[src/cca_consts.vh]
`ifndef CCA_CONSTS_VH
`define CCA_CONSTS_VH

// special-function register addresses
`define CCA_ADDR_CTRL 8'hd8
`define CCA_ADDR_CYCLE 8'hdf
`define CCA_ADDR_MODE0 8'hda
`define CCA_ADDR_LOW0 8'he0
`define CCA_ADDR_HIGH0 8'he1
`define CCA_ADDR_CNT_LOW 8'hf9
`define CCA_ADDR_CNT_HIGH 8'hfa

// counter_control_register fields
`define CCA_CTRL_RUN 6
`define CCA_CTRL_RESET 8'h00

// counter_cycle_config fields
`define CCA_CYC_RELOAD_ACCESS_SELECT 7
`define CCA_CYC_CYCLE_OVERFLOW_IRQ_ENABLE 6
`define CCA_CYC_CYCLE_OVERFLOW_FLAG 5
`define CCA_CYC_CYCLE_LENGTH_SELECT_HI 1
`define CCA_CYC_CYCLE_LENGTH_SELECT_LO 0
`define CCA_CYCLE_RESET 8'h00

// module_mode_register fields
`define CCA_MODE_PWM16 7
`define CCA_MODE_ECOM 6
`define CCA_MODE_MAT 3
`define CCA_MODE_PWM 1
`define CCA_MODE_ECCF 0
`define CCA_MODE_RESET 8'h00
`define CCA_CMP_RESET 16'h0000

`endif

[src/cca_cycle_overflow_flag.v]
`include "cca_consts.vh"
`default_nettype none

// flags the step on which the selected low bits of the counter wrap
module cca_cycle_overflow_flag (
    input wire clock, // system clock
    input wire rst, // synchronous reset
    input wire run, // counter advances this cycle
    input wire [15:0] count, // main_array_counter value
    input wire [1:0] cycle_length_select, // cycle_length_select
    output reg ovf_q // one-cycle wrap pulse
);

reg [10:0] mask;

always @* begin
    case (cycle_length_select)
        2'h0: mask = 11'h0ff;
        2'h1: mask = 11'h1ff;
        2'h2: mask = 11'h3ff;
        default: mask = 11'h7ff;
    endcase
end

always @(posedge clock) begin
    if (rst) begin
        ovf_q <= 1'b0;
    end else begin
        ovf_q <= run & ((count[10:0] & mask) == mask);
    end
end

endmodule
`default_nettype wire

[src/cca_chan.v]
`include "cca_consts.vh"
`default_nettype none

// one compare module: mode, compare pair, reload pair, match and pwm
module cca_chan (
    input wire clock, // system clock
    input wire rst, // synchronous reset
    input wire [15:0] count, // main_array_counter value
    input wire [1:0] cycle_length_select, // cycle_length_select
    input wire reload_access_select, // reload_access_select
    input wire cyc_end, // cycle wrap pulse
    input wire wr_mode, // write module_mode_register
    input wire wr_low, // write compare_low_byte address
    input wire wr_high, // write compare_high_byte address
    input wire [7:0] wdata, // write data
    output reg [7:0] mode_q, // module_mode_register
    output reg [15:0] cmp_q, // compare_register_pair
    output reg [15:0] reload_q, // auto-reload pair
    output wire match_set, // first cycle of equality in timer mode
    output reg pwm_q // pwm output
);

reg eq_q;
reg [15:0] cmp_d;
wire eq;
wire sw_timer;
wire narrow;

function [15:0] len_mask;
    input [1:0] sel;
    begin
        case (sel)
            2'h0: len_mask = 16'h00ff;
            2'h1: len_mask = 16'h01ff;
            2'h2: len_mask = 16'h03ff;
            default: len_mask = 16'h07ff;
        endcase
    end
endfunction

assign eq = count == cmp_q;
assign sw_timer = mode_q[`CCA_MODE_ECOM] & mode_q[`CCA_MODE_MAT];
// only the first cycle of equality counts, a stopped counter stays equal
assign match_set = sw_timer & eq & ~eq_q;
assign narrow = mode_q[`CCA_MODE_PWM] & ~mode_q[`CCA_MODE_PWM16];

always @* begin
    cmp_d = cmp_q;
    if (wr_low & ~reload_access_select) begin
        cmp_d[7:0] = wdata;
    end
    if (wr_high & ~reload_access_select) begin
        cmp_d[15:8] = wdata;
    end
    if (cyc_end & narrow & (cycle_length_select != 2'h0)) begin
        cmp_d = (cmp_d & ~len_mask(cycle_length_select)) | (reload_q & len_mask(cycle_length_select));
    end
end

always @(posedge clock) begin
    if (rst) begin
        mode_q <= `CCA_MODE_RESET;
        cmp_q <= `CCA_CMP_RESET;
        reload_q <= `CCA_CMP_RESET;
        eq_q <= 1'b0;
        pwm_q <= 1'b0;
    end else begin
        eq_q <= eq;
        cmp_q <= cmp_d;
        if (wr_mode) begin
            mode_q <= wdata;
        end
        if (wr_low) begin
            mode_q[`CCA_MODE_ECOM] <= 1'b0;
        end
        if (wr_high) begin
            mode_q[`CCA_MODE_ECOM] <= 1'b1;
        end
        if (wr_low & reload_access_select) begin
            reload_q[7:0] <= wdata;
        end
        if (wr_high & reload_access_select) begin
            reload_q[15:8] <= wdata;
        end
        if (~mode_q[`CCA_MODE_PWM] | ~mode_q[`CCA_MODE_ECOM]) begin
            pwm_q <= 1'b0;
        end else if (mode_q[`CCA_MODE_PWM16]) begin
            pwm_q <= count < cmp_q;
        end else begin
            pwm_q <= (count & len_mask(cycle_length_select)) <
                (cmp_q & len_mask(cycle_length_select));
        end
    end
end

endmodule
`default_nettype wire

[src/cca_top.v]
// How it works
// - counter compared against each 16-bit compare pair
// - equality sets that module's match flag
// - match flag interrupts only when enabled
// - flag never auto-cleared; software clears it
// - timer mode needs comparator and match enables
// - low compare write clears comparator enable
// - high compare write sets comparator enable
// - bit 7 steers compare addresses to reload
// - reload only used in 9-11 bit pwm
// - bit 6 masks cycle overflow interrupt
// - overflow flag from bit chosen by length
// - overflow flag set by hardware/software, sticky
// - bits 4:2 read zero, writes ignored
// - length field selects 8,9,10,11 bits
// - 16-bit pwm channels ignore length field
`include "cca_consts.vh"
`default_nettype none

module cca_top (
    input wire clock, // system clock, 50 MHz
    input wire rst, // synchronous reset, active high
    input wire [7:0] sfr_addr, // register address
    input wire [7:0] sfr_wdata, // write data
    input wire sfr_wr, // write strobe
    input wire sfr_rd, // read strobe
    output reg [7:0] sfr_rdata_q, // read data, one cycle after strobe
    output reg irq_q, // array interrupt request
    output reg [2:0] pwm_out_q // per-module pwm outputs
);

localparam NCH = 3;

////////////////////////////////////////////////////////////////////////

reg [15:0] cnt_q;
reg run_q;
reg [NCH-1:0] flag_q;
reg [NCH-1:0] flag_d;
reg reload_access_select_q;
reg cycle_overflow_irq_enable_q;
reg cycle_overflow_flag_q;
reg cycle_overflow_flag_d;
reg [1:0] cycle_length_select_q;
reg [7:0] rd_d;
reg irq_d;
// separate loop indices so each combinational process owns its own
integer i;
integer j;

wire ovf;
wire wr_ctrl;
wire wr_cycle;
wire [NCH*8-1:0] mode_all;
wire [NCH*16-1:0] cmp_all;
wire [NCH*16-1:0] reload_all;
wire [NCH-1:0] set_all;
wire [NCH-1:0] pwm_all;

assign wr_ctrl = sfr_wr & (sfr_addr == `CCA_ADDR_CTRL);
assign wr_cycle = sfr_wr & (sfr_addr == `CCA_ADDR_CYCLE);

////////////////////////////////////////////////////////////////////////
// main counter and cycle wrap

always @(posedge clock) begin
    if (rst) begin
        cnt_q <= 16'h0000;
    end else if (run_q) begin
        cnt_q <= cnt_q + 16'h0001;
    end
end

cca_cycle_overflow_flag u_cycle_overflow_flag (
    .clock(clock),
    .rst(rst),
    .run(run_q),
    .count(cnt_q),
    .cycle_length_select(cycle_length_select_q),
    .ovf_q(ovf)
);

////////////////////////////////////////////////////////////////////////
// compare modules

genvar gi;
generate
    for (gi = 0; gi < NCH; gi = gi + 1) begin : g_ch
        cca_chan u_chan (
            .clock(clock),
            .rst(rst),
            .count(cnt_q),
            .cycle_length_select(cycle_length_select_q),
            .reload_access_select(reload_access_select_q),
            .cyc_end(ovf),
            .wr_mode(sfr_wr &
                (sfr_addr == `CCA_ADDR_MODE0 + gi[7:0])),
            .wr_low(sfr_wr &
                (sfr_addr == `CCA_ADDR_LOW0 + {gi[6:0], 1'b0})),
            .wr_high(sfr_wr &
                (sfr_addr == `CCA_ADDR_HIGH0 + {gi[6:0], 1'b0})),
            .wdata(sfr_wdata),
            .mode_q(mode_all[gi*8 +: 8]),
            .cmp_q(cmp_all[gi*16 +: 16]),
            .reload_q(reload_all[gi*16 +: 16]),
            .match_set(set_all[gi]),
            .pwm_q(pwm_all[gi])
        );
    end
endgenerate

////////////////////////////////////////////////////////////////////////
// flags: a hardware set in the clearing cycle still wins

always @* begin
    flag_d = flag_q;
    if (wr_ctrl) begin
        flag_d = sfr_wdata[NCH-1:0];
    end
    flag_d = flag_d | set_all;
    cycle_overflow_flag_d = cycle_overflow_flag_q;
    if (wr_cycle) begin
        cycle_overflow_flag_d = sfr_wdata[`CCA_CYC_CYCLE_OVERFLOW_FLAG];
    end
    cycle_overflow_flag_d = cycle_overflow_flag_d | ovf;
end

// level request from flags held in registers, cleared only by software
always @* begin
    irq_d = 1'b0;
    for (i = 0; i < NCH; i = i + 1) begin
        if (flag_q[i] & mode_all[i*8 + `CCA_MODE_ECCF]) begin
            irq_d = 1'b1;
        end
    end
    if (cycle_overflow_flag_q & cycle_overflow_irq_enable_q) begin
        irq_d = 1'b1;
    end
end

always @(posedge clock) begin
    if (rst) begin
        run_q <= 1'b0;
        flag_q <= {NCH{1'b0}};
        reload_access_select_q <= 1'b0;
        cycle_overflow_irq_enable_q <= 1'b0;
        cycle_overflow_flag_q <= 1'b0;
        cycle_length_select_q <= 2'h0;
        irq_q <= 1'b0;
        pwm_out_q <= 3'h0;
    end else begin
        flag_q <= flag_d;
        cycle_overflow_flag_q <= cycle_overflow_flag_d;
        irq_q <= irq_d;
        pwm_out_q <= pwm_all;
        if (wr_ctrl) begin
            run_q <= sfr_wdata[`CCA_CTRL_RUN];
        end
        if (wr_cycle) begin
            reload_access_select_q <= sfr_wdata[`CCA_CYC_RELOAD_ACCESS_SELECT];
            cycle_overflow_irq_enable_q <= sfr_wdata[`CCA_CYC_CYCLE_OVERFLOW_IRQ_ENABLE];
            cycle_length_select_q <= sfr_wdata[`CCA_CYC_CYCLE_LENGTH_SELECT_HI:`CCA_CYC_CYCLE_LENGTH_SELECT_LO];
        end
    end
end

////////////////////////////////////////////////////////////////////////
// read port; unmapped addresses read zero

always @* begin
    rd_d = 8'h00;
    case (sfr_addr)
        `CCA_ADDR_CTRL: rd_d = {1'b0, run_q, 3'h0, flag_q};
        `CCA_ADDR_CYCLE: rd_d = {reload_access_select_q, cycle_overflow_irq_enable_q, cycle_overflow_flag_q, 3'h0,
            cycle_length_select_q};
        `CCA_ADDR_CNT_LOW: rd_d = cnt_q[7:0];
        `CCA_ADDR_CNT_HIGH: rd_d = cnt_q[15:8];
        default: rd_d = 8'h00;
    endcase
    for (j = 0; j < NCH; j = j + 1) begin
        if (sfr_addr == `CCA_ADDR_MODE0 + j[7:0]) begin
            rd_d = mode_all[j*8 +: 8];
        end
        if (sfr_addr == `CCA_ADDR_LOW0 + {j[6:0], 1'b0}) begin
            rd_d = reload_access_select_q ? reload_all[j*16 +: 8] :
                cmp_all[j*16 +: 8];
        end
        if (sfr_addr == `CCA_ADDR_HIGH0 + {j[6:0], 1'b0}) begin
            rd_d = reload_access_select_q ? reload_all[j*16+8 +: 8] :
                cmp_all[j*16+8 +: 8];
        end
    end
end

always @(posedge clock) begin
    if (rst) begin
        sfr_rdata_q <= 8'h00;
    end else if (sfr_rd) begin
        sfr_rdata_q <= rd_d;
    end
end

endmodule
`default_nettype wire

[config.mk]
export PLATFORM = sky130hd
export DESIGN_NAME = cca_top
export DESIGN_NICKNAME = d
export VERILOG_FILES = /design/src/cca_cycle_overflow_flag.v /design/src/cca_chan.v /design/src/cca_top.v
export VERILOG_INCLUDE_DIRS = /design/src /design/src/src
export SDC_FILE = /design/constraint.sdc
export NUM_CORES = 1
export LEC_CHECK = 0
export BUFFER_PORTS_ARGS = -buffer_cell sky130_fd_sc_hd__buf_2
export CORE_MARGIN = 2
export CORE_UTILIZATION = 60
export DETAILED_ROUTE_END_ITERATION = 16
export PLACE_DENSITY = 0.86
export SLEW_MARGIN = 40
export SYNTH_ARGS = -nofsm -noshare
export SYNTH_HDL_FRONTEND = slang
export SYNTH_SLANG_ARGS = --single-unit
[constraint.sdc]
create_clock -name clock -period 8.6 [get_ports clock]
set_clock_uncertainty 0.15 [all_clocks]
set_input_delay 0.86 -clock clock [delete_from_list [all_inputs] [get_ports clock]]
set_output_delay 0.86 -clock clock [all_outputs]
set_load 0.005 [all_outputs]
# After elaboration in Yosys (flattened, before gate mapping)
# Cells that the tools add are included.
[word_totals]
reg_bits = 164
out_inout_bits = 12
word_cells = 206
input_bits = 20
[op_classes]
n_reduce_logical = 8
eq_ne = 19
bitwise_logic = 83
magnitude_cmp = 6
muxes = 57
n_addsub = 1
[op_table]
columns = ["operator", "n"]
rows = [
  ["16-bit 2-to-1 mux", 15],
  ["16-bit AND", 12],
  ["8-bit 2-to-1 mux", 21],
  ["8-bit == test (second input constant)", 13],
  ["16-bit less-than comparator", 6],
  ["11-bit one-hot mux with 3 select lines", 2],
  ["16-bit == test", 3],
  ["16-bit NOT", 3],
  ["16-bit OR", 3],
  ["1-bit AND", 46],
  ["8-bit one-hot mux with 4 select lines", 1],
  ["7-bit 2-to-1 mux", 3],
  ["16-bit by 1-bit adder with 16-bit output (second input constant)", 1],
  ["1-bit 2-to-1 mux", 14],
  ["1-bit NOT", 13],
  ["11-bit AND", 1],
  ["11-bit == test", 1],
  ["3-bit nonzero test", 3],
  ["2-bit OR reduction", 3],
  ["1-bit OR", 4],
  ["3-bit 2-to-1 mux", 1],
  ["3-bit OR", 1],
  ["2-bit by 1-bit == test with 1-bit output (second input constant)", 1],
  ["2-bit == test (second input constant)", 1],
  ["other kinds (2)", 2],
]

# Longest topological paths before layout
# Gate-level depths: netlist of the first run.
[logic_depth]
word_depth = 11
depth_mapped = 10
mapped_depth_nobuf = 8

# Hierarchy
# From an unflattened synthesis of the first run, not the netlist that was laid out.
[hier_totals]
cells_unflattened = 1202
area_unflattened_um2 = 9829.4
[by_module_without_submodules]
columns = ["mod", "instances", "seq_area_each_um2", "cells_each", "area_each_um2"]
rows = [
  ["cca_chan", 3, 840.8, 258, 2142.1],
  ["cca_top", 1, 740.7, 420, 3333.2],
  ["cca_cycle_overflow_flag", 1, 20.0, 8, 70.1],
]

# Worst setup path before layout of the first run
# Ideal clock, no wire load.
[synth_timing]
kind = "input to register"
startpoint = "in sfr_addr[4]"
endpoint = "reg g_ch[1].u_chan.cmp_q[8]"
path_slack_ns = 5.738
n_path_buf = 3
arrival_time_ns = 2.584
path_stages = 9
setup_ns = 0.128
required_time_ns = 8.322
cell_sequence = "buf_6 > or4b_1 > buf_2 > or3_1 > buf_6 > nor2_8 > mux2i_1 > o21ai_0 > nor2b_1"
[synth_via]
elab_chain_len = 7
[synth_rtl]
columns = ["element", "line", "text"]
rows = [
  ["from (decl)", "cca_top.v:23", "input wire [7:0] sfr_addr,"],
  ["8-bit == test *", "cca_top.v:101", "(sfr_addr == `CCA_ADDR_HIGH0 + {gi[6:0], 1'b0})),"],
  ["1-bit AND *", "cca_top.v:100", ".wr_high(sfr_wr &"],
  ["1-bit AND *", "cca_chan.v:52", "if (wr_high & ~reload_access_select) begin"],
  ["8-bit 2-to-1 mux *", "cca_chan.v:52", ""],
  ["16-bit AND", "cca_chan.v:56", "cmp_d = (cmp_d & ~len_mask(cycle_length_select)) | (reload_q & len_mask(cycle_length_select));"],
  ["16-bit OR", "cca_chan.v:56", ""],
  ["16-bit 2-to-1 mux *", "cca_chan.v:55", "if (cyc_end & narrow & (cycle_length_select != 2'h0)) begin"],
  ["to (signal assigned)", "cca_chan.v:63", "cmp_q <= `CCA_CMP_RESET;"],
  ["to (signal assigned)", "cca_chan.v:69", "cmp_q <= cmp_d;"],
  ["to (decl)", "cca_chan.v:17", "output reg [15:0] cmp_q,"],
]
# Mark *: on every way between the ends. The rest lies on a longest branch, timed or not.
# A chain may end at the register's enable or synchronous reset.

# Final worst setup path of the first run
[layout_timing]
startpoint = "reg cycle_length_select_q[1]"
endpoint = "reg g_ch[2].u_chan.pwm_q"
[layout_via]
elab_chain_len = 8
word_cells_on_any_way = 11
cone_classes = "order compare: 1; eq/ne: 2; mux: 5; bitwise: 2; reduce/logical: 1"
[layout_rtl]
columns = ["element", "line", "text"]
rows = [
  ["from (decl)", "cca_top.v:44", "reg [1:0] cycle_length_select_q;"],
  ["from (signal assigned)", "cca_top.v:162", "cycle_length_select_q <= sfr_wdata[`CCA_CYC_CYCLE_LENGTH_SELECT_HI:`CCA_CYC_CYCLE_LENGTH_SELECT_LO];"],
  ["2-bit == test, or another cell as far along", "cca_chan.v:32", "case (sel)"],
  ["11-bit one-hot mux with 3 select lines *", "cca_chan.v:32", ""],
  ["16-bit 2-to-1 mux *", "cca_chan.v:87", "end else if (mode_q[`CCA_MODE_PWM16]) begin"],
  ["16-bit 2-to-1 mux *", "cca_chan.v:85", "if (~mode_q[`CCA_MODE_PWM] | ~mode_q[`CCA_MODE_ECOM]) begin"],
  ["16-bit 2-to-1 mux *", "cca_chan.v:61", "if (rst) begin"],
  ["16-bit AND (on tied branches)", "cca_chan.v:90, cca_chan.v:91", ""],
  ["16-bit less-than comparator *", "cca_chan.v:90", "pwm_q <= (count & len_mask(cycle_length_select)) <"],
  ["1-bit 2-to-1 mux *", "cca_chan.v:87", ""],
  ["to (signal assigned)", "cca_chan.v:88", "pwm_q <= count < cmp_q;"],
  ["to (signal assigned)", "cca_chan.v:90", ""],
  ["to (decl)", "cca_chan.v:20", "output reg pwm_q"],
]
# Mark *: on every way between the ends. The rest lies on a longest branch, timed or not. The select of a mux whose other input is x is not followed.

==> flow_metrics.py, run 1 <==
metrics = {
    "status": {
        "outcome": "completed",
    },
    "pwr": {
        "power_density_nw_per_um2": 159,
        "cellLeakagePower_nw": 3.76,
        "peakVddDrop_mv": 0.149,
        "p_total_w": 0.00165,
    },
    "timing": {
        "finalHoldViolCount": 0,
        "slew_headroom_pct": 39.8,
        "fin_crit_sh_pct": 40.3,
        "tns_ns": 0,
        "layout_setup_ws_ns": 5.14,
        "holdWs_ns": 0.295,
        "min_period_ns": 3.46,
        "setup_viol_count_final": 0,
        "worst_pin_slew_ns": 0.896,
        "rsz0062_at_grt": "no",
        "maxSlewViolCount": 0,
        "fmax_mhz": 289,
    },
    "routing": {
        "wl_met2_mm": 14.4,
        "antenna_left": 0,
        "dr_total_vias": 9429,
        "drt_iter0_drc": 1492,
        "met3_length_mm": 3.78,
        "drt-total-wl_mm": 33.2,
        "drc_errors": 0,
        "via_per_inst": 6.69,
        "routed.top_layer": "met5",
        "wl_per_cell_um": 23.6,
        "wl_met1_mm": 12.9,
        "dr.pass1.iters": 9,
    },
    "synthesis": {
        "yosys_warnings": 0,
        "synth_cell_types": 75,
        "synth-edff-count": 0,
        "syn_avg_cell_area_um2": 8.01,
        "yosysSeqAreaShare_pct": 34.2,
        "syn_nets": 1277,
        "syn_area_um2": 9600,
        "synthFlopType": "dfxtp_1",
        "netlist.area_leader.share_pct": 34.2,
        "yosysTopAreaCell": "dfxtp_1",
        "synthTopCellsByArea": "dfxtp_1 (34%), mux2i_1 (8.9%), ha_1 (7.6%), nand2_1 (6.5%), a21oi_1 (4.9%)",
        "ys_ff_latch": 164,
        "synthArstFlopShare_pct": 0,
        "postSynthCellCount": 1199,
    },
    "floorplan": {
        "core_um2": 15800,
        "fp.dieW_um": 130,
        "placementRows": 46,
        "die_area_um2": 17000,
        "die_h_um": 130,
        "ios": 32,
        "start_util_pct": 60.9,
    },
    "global_route": {
        "grt.total_usage_pct": 39.8,
        "grt_first_pass_wirelength_mm": 50.3,
        "antenna_found_initial": 1,
        "first_global_vias": 8673,
        "grt_max_degree": 91,
        "overflow": 0,
    },
    "placement": {
        "hpwl_mm": 22.2,
        "place_area_um2": 9780,
        "numPortBuffers": 31,
        "post-place-ws_ns": 5.01,
        "routabilityCongestion": 1.05,
    },
    "clocking": {
        "cts_buffer_depth": 2,
        "htreeDepth": 4,
        "clockRootBuffer": "clkbuf_16",
        "cts_hold_buf": 0,
        "path_clk_slew_ns": 0.07,
        "clkLatencyLatePin_ns": 0.45,
        "cts_tree": "yes",
        "cts_setup_buffers": 0,
        "cts_buffers": 17,
        "cts-resized-gates": 0,
        "clkSinkCount": 164,
    },
    "critical_path": {
        "path_class": "reg -> reg",
        "cp_slowest_cell": "dfxtp_1",
        "critical_path_required_ns": 8.79,
        "start_kind": "flip-flop",
        "crit_path_end_kind": "flip-flop",
        "crit_family": "simple AND/OR/NAND/NOR gates",
        "crit_buf_inv": 0,
        "crit_fanout": 18,
        "crit_chain": "and2_1, nand2_1, ha_1, or4b_2, or3_1, a221o_1, o211ai_1",
        "worstPathArrival_ns": 3.65,
        "cp_slowest_stage_delay_ns": 0.88,
    },
    "cells_and_area": {
        "drive_gt1_share_pct": 8.63,
        "nets": 1258,
        "antenna_cells": 0,
        "n_fill_cell": 1352,
        "syn_to_final_growth_pct": 8.31,
        "fin_area_um2": 10400,
    },
    "hold_path": {
        "hold_class": "reg -> reg",
    },
    "flow_run": {
        "maxCapViolCount": 0,
    },
}
layout by cell type, fill, tap and decap left out, drive strengths merged, types with 21 or more instances in the layout:
cell,count
mux2i,85
dfxtp,164
nand2,167
ha,58
buf,42
nand4,21
nor2,121
a21oi,94
o21ai,86
nand3,36
inv,59
final timing paths:
check,from,to,slack [ns],depth (start not counted)
worst max-delay path,cycle_length_select_q[1],g_ch[2].u_chan.pwm_q,5.14,7
worst min-delay path,g_ch[0].u_chan.pwm_q,pwm_out_q[0],0.30,1
worst max register to register,cycle_length_select_q[1],g_ch[2].u_chan.pwm_q,5.14,7
worst min register to register,g_ch[0].u_chan.pwm_q,pwm_out_q[0],0.30,1
sequential cells by signal, indices dropped and copies added (netlist names):
register / cells
g_ch.u_chan.cmp_q: 48
cycle_overflow_irq_enable_q: 1
run_q: 1
pwm_out_q: 3
g_ch.u_chan.eq_q: 3
cycle_length_select_q: 2
flag_q: 3
irq_q: 1
cycle_overflow_flag_q: 1
cnt_q: 16
g_ch.u_chan.mode_q: 24
reload_access_select_q: 1
g_ch.u_chan.pwm_q: 3
u_cycle_overflow_flag.ovf_q: 1
sfr_rdata_q: 8
g_ch.u_chan.reload_q: 48
cell type report:
cell class	count	area, um^2	share of cell area [%]
well taps	216	270	2.60
clock buffers	17	425	4.09
clock inverters	15	190	1.83
multi-input cells	902	5790	55.6
flip-flops and latches	164	3280	31.6
repair buffers	42	244	2.35
inverters	53	199	1.91
kinds of logic after synthesis:
family | count (synthesis) | synth area share, %
xor+xnor | 13 | 1.19
flops | 164 | 34.2
mux | 90 | 9.92
fa+ha+maj | 58 | 7.56
simple gates | 442 | 21.9
compound gates | 299 | 19.6
buf+inv | 133 | 5.67
routing by layer:
layer,track usage (%),up-vias
li1,-,4257
met1,50.0,4435
met2,60.0,563
met3,12.3,172
met4,24.4,2
met5,0,-
synthesized netlist by cell type, types with 5 or more instances:
cell and instances:
a22o_1 5, buf_1 5, mux2i_1 85, dfxtp_1 164
nand4_1 21, a311oi_1 20, a21oi_1 94, buf_2 6
nand2b_1 5, nor4_1 13, xor2_1 9, o21ai_0 82
nand3_1 36, a31oi_1 8, inv_1 52, nor3_1 13
o211ai_1 6, a211oi_1 19, a22oi_1 6, nand2_1 166
ha_1 58, and3_1 9, nor2b_1 19, a21o_1 8
or3_1 7, o21a_1 10, nor2_1 116, clkbuf_1 63
power by group:
part | switching (W) | internal, W
registers | 0.00000136 | 0.000761
clock network | 0.000345 | 0.000464
logic | 0.0000628 | 0.0000167
stage by stage:
stage               utilization [%]  cells
floorplan                         -   1199
global placement               62.0   1377
detailed placement             62.0   1377
CTS                            65.9   1409
global route                   65.9   1409
finish                         65.9   1409
Note: power is estimated with default switching activity, not from simulation.
==> run 2, diff against run 1 <==
==> constraint.sdc (replaced) <==
create_clock -name clock -period 3.2 [get_ports clock]
set_clock_uncertainty 0.15 [all_clocks]
set_input_delay 0.32 -clock clock [delete_from_list [all_inputs] [get_ports clock]]
set_output_delay 0.32 -clock clock [all_outputs]
set_load 0.005 [all_outputs]
==> flow_metrics.py, run 2 (synthesized netlist as in run 1, its figures left out) <==
metrics = {
    "critical_path": {
        "cp_slowest_stage_delay_ns": 0.68,
        "r2r_start": "cycle_length_select_q[0]",
        "crit_end": "g_ch[2].u_chan.pwm_q",
        "critical_path_required_ns": 3.42,
        "crit_chain": "and2_1, nand2_1, ha_1, or4b_2, or3_1, a221o_1, o211ai_1",
        "r2r-end": "g_ch[2].u_chan.pwm_q",
        "start_kind": "flip-flop",
        "path_class": "reg -> reg",
        "cp_slowest_cell": "or4b_2",
        "crit_fanout": 10,
        "cp-startpoint": "cycle_length_select_q[0]",
        "worstPathArrival_ns": 2.90,
        "reg2reg_depth": 7,
        "crit_path_end_kind": "flip-flop",
        "r2r_setup_slack_ns": 0.52,
    },
    "clocking": {
        "cts-resized-gates": 0,
        "cts_buffers": 17,
        "clkLatencyLatePin_ns": 0.45,
        "cts_hold_buf": 0,
        "htreeDepth": 4,
        "cts_tree": "yes",
        "clockRootBuffer": "clkbuf_16",
        "path_clk_slew_ns": 0.07,
        "cts_setup_buffers": 0,
        "clkSinkCount": 164,
        "cts_buffer_depth": 2,
    },
    "routing": {
        "drt_iter0_drc": 1483,
        "drt-total-wl_mm": 32.8,
        "dr_total_vias": 9471,
        "dr.pass1.iters": 7,
        "antenna_left": 0,
        "via_per_inst": 6.59,
        "drc_errors": 0,
        "wl_per_cell_um": 22.8,
    },
    "global_route": {
        "first_global_vias": 8788,
        "grt.total_usage_pct": 39.3,
        "grt_max_degree": 59,
        "overflow": 0,
        "grt_first_pass_wirelength_mm": 50.3,
        "antenna_found_initial": 0,
    },
    "cells_and_area": {
        "n_fill_cell": 1379,
        "layout_commonest_cell": "nand2_1",
        "drive_gt1_share_pct": 10.5,
        "top_regs": "g_ch.u_chan.cmp_q (48), g_ch.u_chan.reload_q (48), g_ch.u_chan.mode_q (24)",
        "fin_util_pct": 67.2,
        "final_cell_mix": "nand2_1 (166), dfxtp_1 (163), nor2_1 (116), a21oi_1 (94), mux2i_1 (85)",
        "antenna_cells": 0,
        "syn_to_final_growth_pct": 10.4,
        "nets": 1286,
    },
    "timing": {
        "rsz0062_at_grt": "no",
        "setup_viol_count_final": 0,
        "min_period_ns": 2.68,
        "finalHoldViolCount": 0,
        "worst_pin_slew_ns": 0.819,
        "tns_ns": 0,
        "layout_setup_ws_ns": 0.515,
        "fmax_mhz": 373,
        "maxSlewViolCount": 0,
        "holdWs_ns": 0.115,
        "fin_crit_sh_pct": 83.9,
        "slew_headroom_pct": 45.2,
    },
    "pwr": {
        "power_density_nw_per_um2": 419,
        "peakVddDrop_mv": 0.378,
        "cellLeakagePower_nw": 3.89,
    },
    "floorplan": {
        "die_h_um": 130,
        "ios": 32,
        "core_um2": 15800,
        "fp.dieW_um": 130,
        "placementRows": 46,
        "start_util_pct": 60.9,
        "die_area_um2": 17000,
    },
    "hold_path": {
        "hold_class": "in -> reg",
    },
    "flow_run": {
        "maxCapViolCount": 0,
    },
    "placement": {
        "post-place-ws_ns": 0.497,
        "numPortBuffers": 31,
        "hpwl_mm": 22.7,
        "routabilityCongestion": 1.10,
    },
    "status": {
        "outcome": "completed",
    },
}
-- run 2: cell count changes in the layout (fill, tap and decap cells not counted), sizes merged --
cell,delta
clkbuf,+1
clkinv,+2
buf,+28
inv,-3
-- run 2: worst min path at each step --
stage                     slack (ns)                   to  cells past startpoint            startpoint
final                           0.12            cnt_q[13]                      2                   rst
after global routing            0.12  g_ch[2].u_chan.eq_q                      2                   rst
after CTS                       0.11            cnt_q[13]                      2                   rst
after detailed placement        0.28         pwm_out_q[0]                      1  g_ch[0].u_chan.pwm_q
after global placement          0.28         pwm_out_q[0]                      1  g_ch[0].u_chan.pwm_q
after floorplan                 0.26         pwm_out_q[0]                      1  g_ch[0].u_chan.pwm_q
-- run 2: layout make-up --
type / instances / area, um^2 / share of cell area (%)
Clock buffer: 18 / 439 / 4.14
Tap cell: 216 / 270 / 2.55
Timing Repair Buffer: 70 / 450 / 4.25
Inverter: 53 / 199 / 1.88
Sequential cell: 164 / 3280 / 31.0
Clock inverter: 14 / 175 / 1.65
Multi-Input combinational cell: 902 / 5780 / 54.5
-- run 2: per-layer routing --
metal | vias to the layer above | global-route usage (%) | routed length, um
met2 | 598 | 58.3 | 13900
met3 | 147 | 11.5 | 3750
met1 | 4419 | 51.4 | 13000
met4 | 0 | 21.8 | 2090
met5 | - | 0 | 0
li1 | 4307 | - | -
-- run 2: power breakdown --
part	switching, W	internal (W)
logic	0.000169	0.0000502
clock network	0.000917	0.00126
registers	0.00000348	0.00205
total	0.00109	0.00335
-- run 2: worst max-delay path: cells and delay by family (launching register included) --
kind	cells	cell delay, ns
flip-flops	1	0.58
AO/OA/AOI/OAI	2	0.41
adder cells (fa/ha/maj)	1	0.18
AND/OR/NAND/NOR	4	1.30
-- run 2: stage by stage --
stage,instance area [um^2],cells,power (W)
3_3_place_gp,9980,1405,0.00230
3_5_place_dp,9980,1405,0.00230
6_report,10600,1437,0.00444
4_1_cts,10600,1437,0.00442
5_1_grt,10600,1437,0.00453
2_1_floorplan,9600,1199,0.00222
==> run 3, diff against run 2 <==
--- a/config.mk
+++ b/config.mk
@@ -6,6 +6,7 @@
 export SDC_FILE = /design/constraint.sdc
 export NUM_CORES = 1
 export LEC_CHECK = 0
+export ABC_AREA = 1
 export BUFFER_PORTS_ARGS = -buffer_cell sky130_fd_sc_hd__buf_2
 export CORE_MARGIN = 2
 export CORE_UTILIZATION = 60
==> constraint.sdc (replaced) <==
create_clock -name clock -period 2.5 [get_ports clock]
set_clock_uncertainty 0.15 [all_clocks]
set_input_delay 0.25 -clock clock [delete_from_list [all_inputs] [get_ports clock]]
set_output_delay 0.25 -clock clock [all_outputs]
set_load 0.005 [all_outputs]
==> flow_metrics.py, run 3 <==
metrics = {
    "critical_path": {
        "path_class": "reg -> reg",
        "crit_path_end_kind": "flip-flop",
        "worstPathArrival_ns": 2.49,
        "critical_path_required_ns": 2.66,
        "crit_fanout": 7,
        "start_kind": "flip-flop",
        "r2r_setup_slack_ns": 0.17,
    },
    "synthesis": {
        "yosysMostFrequentCell": "nand2_1",
        "synthMuxAreaShare_pct": 0,
        "synth_common_cells": "nand2_1 (255), dfxtp_1 (164), o21ai_0 (159)",
        "yosys_warnings": 0,
        "ys_ff_latch": 164,
        "syn_nets": 1406,
        "yosys.area_share.adder_pct": 7.87,
        "syn_area_um2": 9220,
        "netlist.area_leader.share_pct": 35.6,
        "synthArstFlopShare_pct": 0,
        "synth_compound_area_share_pct": 21.6,
        "synth_top_family_by_area": "simple AND/OR/NAND/NOR gates",
        "synthFlopType": "dfxtp_1",
        "yosys.area_share.xor_xnor_pct": 0.0950,
        "synthTopCellsByArea": "dfxtp_1 (36%), nand2_1 (10%), o21ai_0 (8.6%), ha_1 (7.9%), a21oi_1 (7.2%)",
        "synth_cell_types": 44,
        "syn_avg_cell_area_um2": 6.94,
        "synth-edff-count": 0,
        "yosysSeqAreaShare_pct": 35.6,
        "yosys.area_share.simple_pct": 24.6,
        "postSynthCellCount": 1328,
        "yosysTopAreaCell": "dfxtp_1",
    },
    "cells_and_area": {
        "antenna_cells": 0,
        "syn_to_final_growth_pct": 10.6,
        "nets": 1424,
        "layout_commonest_cell": "nand2_1",
        "seq_area_um2": 3280,
        "drive_gt1_share_pct": 9.86,
        "n_fill_cell": 1287,
        "final_cell_mix": "nand2_1 (255), dfxtp_1 (163), o21ai_0 (159), inv_1 (155), a21oi_1 (132)",
        "top_regs": "g_ch.u_chan.cmp_q (48), g_ch.u_chan.reload_q (48), g_ch.u_chan.mode_q (24)",
        "multi_input_area_um2": 5000,
    },
    "routing": {
        "drt_iter0_drc": 1306,
        "wl_per_cell_um": 19.5,
        "via_per_inst": 6.14,
        "antenna_left": 0,
        "drc_errors": 0,
        "drt-total-wl_mm": 30.2,
        "dr.pass1.iters": 6,
        "dr_total_vias": 9499,
    },
    "pwr": {
        "cellLeakagePower_nw": 4.24,
        "power_density_nw_per_um2": 558,
        "peakVddDrop_mv": 0.473,
    },
    "floorplan": {
        "core_um2": 15100,
        "fp.dieW_um": 128,
        "die_h_um": 128,
        "placementRows": 45,
        "die_area_um2": 16400,
        "ios": 32,
        "start_util_pct": 61.1,
    },
    "timing": {
        "maxSlewViolCount": 0,
        "tns_ns": 0,
        "slew_headroom_pct": 58.8,
        "holdWs_ns": 0.0851,
        "fin_crit_sh_pct": 93.1,
        "setup_viol_count_final": 0,
        "fmax_mhz": 430,
        "rsz0062_at_grt": "no",
        "worst_pin_slew_ns": 0.617,
        "min_period_ns": 2.33,
        "finalHoldViolCount": 0,
    },
    "global_route": {
        "overflow": 0,
        "first_global_vias": 8536,
        "grt_first_pass_wirelength_mm": 46.1,
        "antenna_found_initial": 0,
        "grt_max_degree": 70,
        "grt.total_usage_pct": 37.0,
    },
    "clocking": {
        "htreeDepth": 4,
        "cts_buffers": 17,
        "cts_tree": "yes",
        "clockRootBuffer": "clkbuf_16",
        "cts-resized-gates": 0,
        "cts_buffer_depth": 2,
        "cts_hold_buf": 1,
        "cts_setup_buffers": 0,
        "clkSinkCount": 164,
        "path_clk_slew_ns": 0.07,
        "clkLatencyLatePin_ns": 0.44,
    },
    "hold_path": {
        "hold_class": "in -> reg",
    },
    "placement": {
        "routabilityCongestion": 1.06,
        "numPortBuffers": 31,
        "hpwl_mm": 20.9,
    },
    "status": {
        "outcome": "completed",
    },
    "flow_run": {
        "maxCapViolCount": 0,
    },
}
## run 3: worst paths after layout
kind,from,end,depth (start not counted)
max reg2reg,cnt_q[1],cnt_q[14],9
min,sfr_wdata[5],g_ch[2].u_chan.cmp_q[5],3
max,cnt_q[1],cnt_q[14],9
min reg2reg,g_ch[1].u_chan.pwm_q,pwm_out_q[1],2
## run 3: final cells by class
cell class                      count  share of cell area, %
Clock buffer                       19                   4.35
Clock inverter                     13                   1.78
Inverter                          172                   6.43
Multi-Input combinational cell    932                   49.1
Sequential cell                   164                   32.2
Tap cell                          188                   2.31
Timing Repair Buffer               59                   3.85
## run 3: per-stage QoR
step,instance area (um^2),std cells,total power (W),worst slack (ns),utilization (%)
after floorplan,9220,1328,0.00281,0.662,-
after global placement,9560,1514,0.00291,0.274,63.3
after detailed placement,9560,1514,0.00291,0.208,63.3
after CTS,10200,1547,0.00566,0.182,67.5
after global routing,10200,1547,0.00580,0.0399,67.5
final,10200,1547,0.00569,0.173,67.5
## run 3: critical path, cell delays in order (launching register included)
cell and delay (ns):
dfxtp_1 0.58, ha_1 0.27, nand3_1 0.12, nor4_2 0.25
nand4_1 0.22, nor3_2 0.18, nand2_1 0.09, nor2_1 0.14
xnor2_1 0.14, nor2_1 0.05
## run 3: logic make-up (layout without fill, tap and decap cells)
group	count (synthesis)	in the layout
compound gates	367	367
xor+xnor	1	1
simple gates	506	506
fa+ha+maj	58	58
buf+inv	232	263
flops	164	164
## run 3: where the power goes
part | total, W | internal, W | switching (W)
registers | 0.00262 | 0.00262 | 0.00000352
clock network | 0.00283 | 0.00170 | 0.00113
logic | 0.000242 | 0.0000544 | 0.000188
total | 0.00569 | 0.00437 | 0.00132
## run 3: per-layer routing
metal  GRT usage [%]  wire length (um)
met1            48.6             11600
met2            55.4             13000
met3            5.97              3180
met5               0                 0
met4            26.5              2360
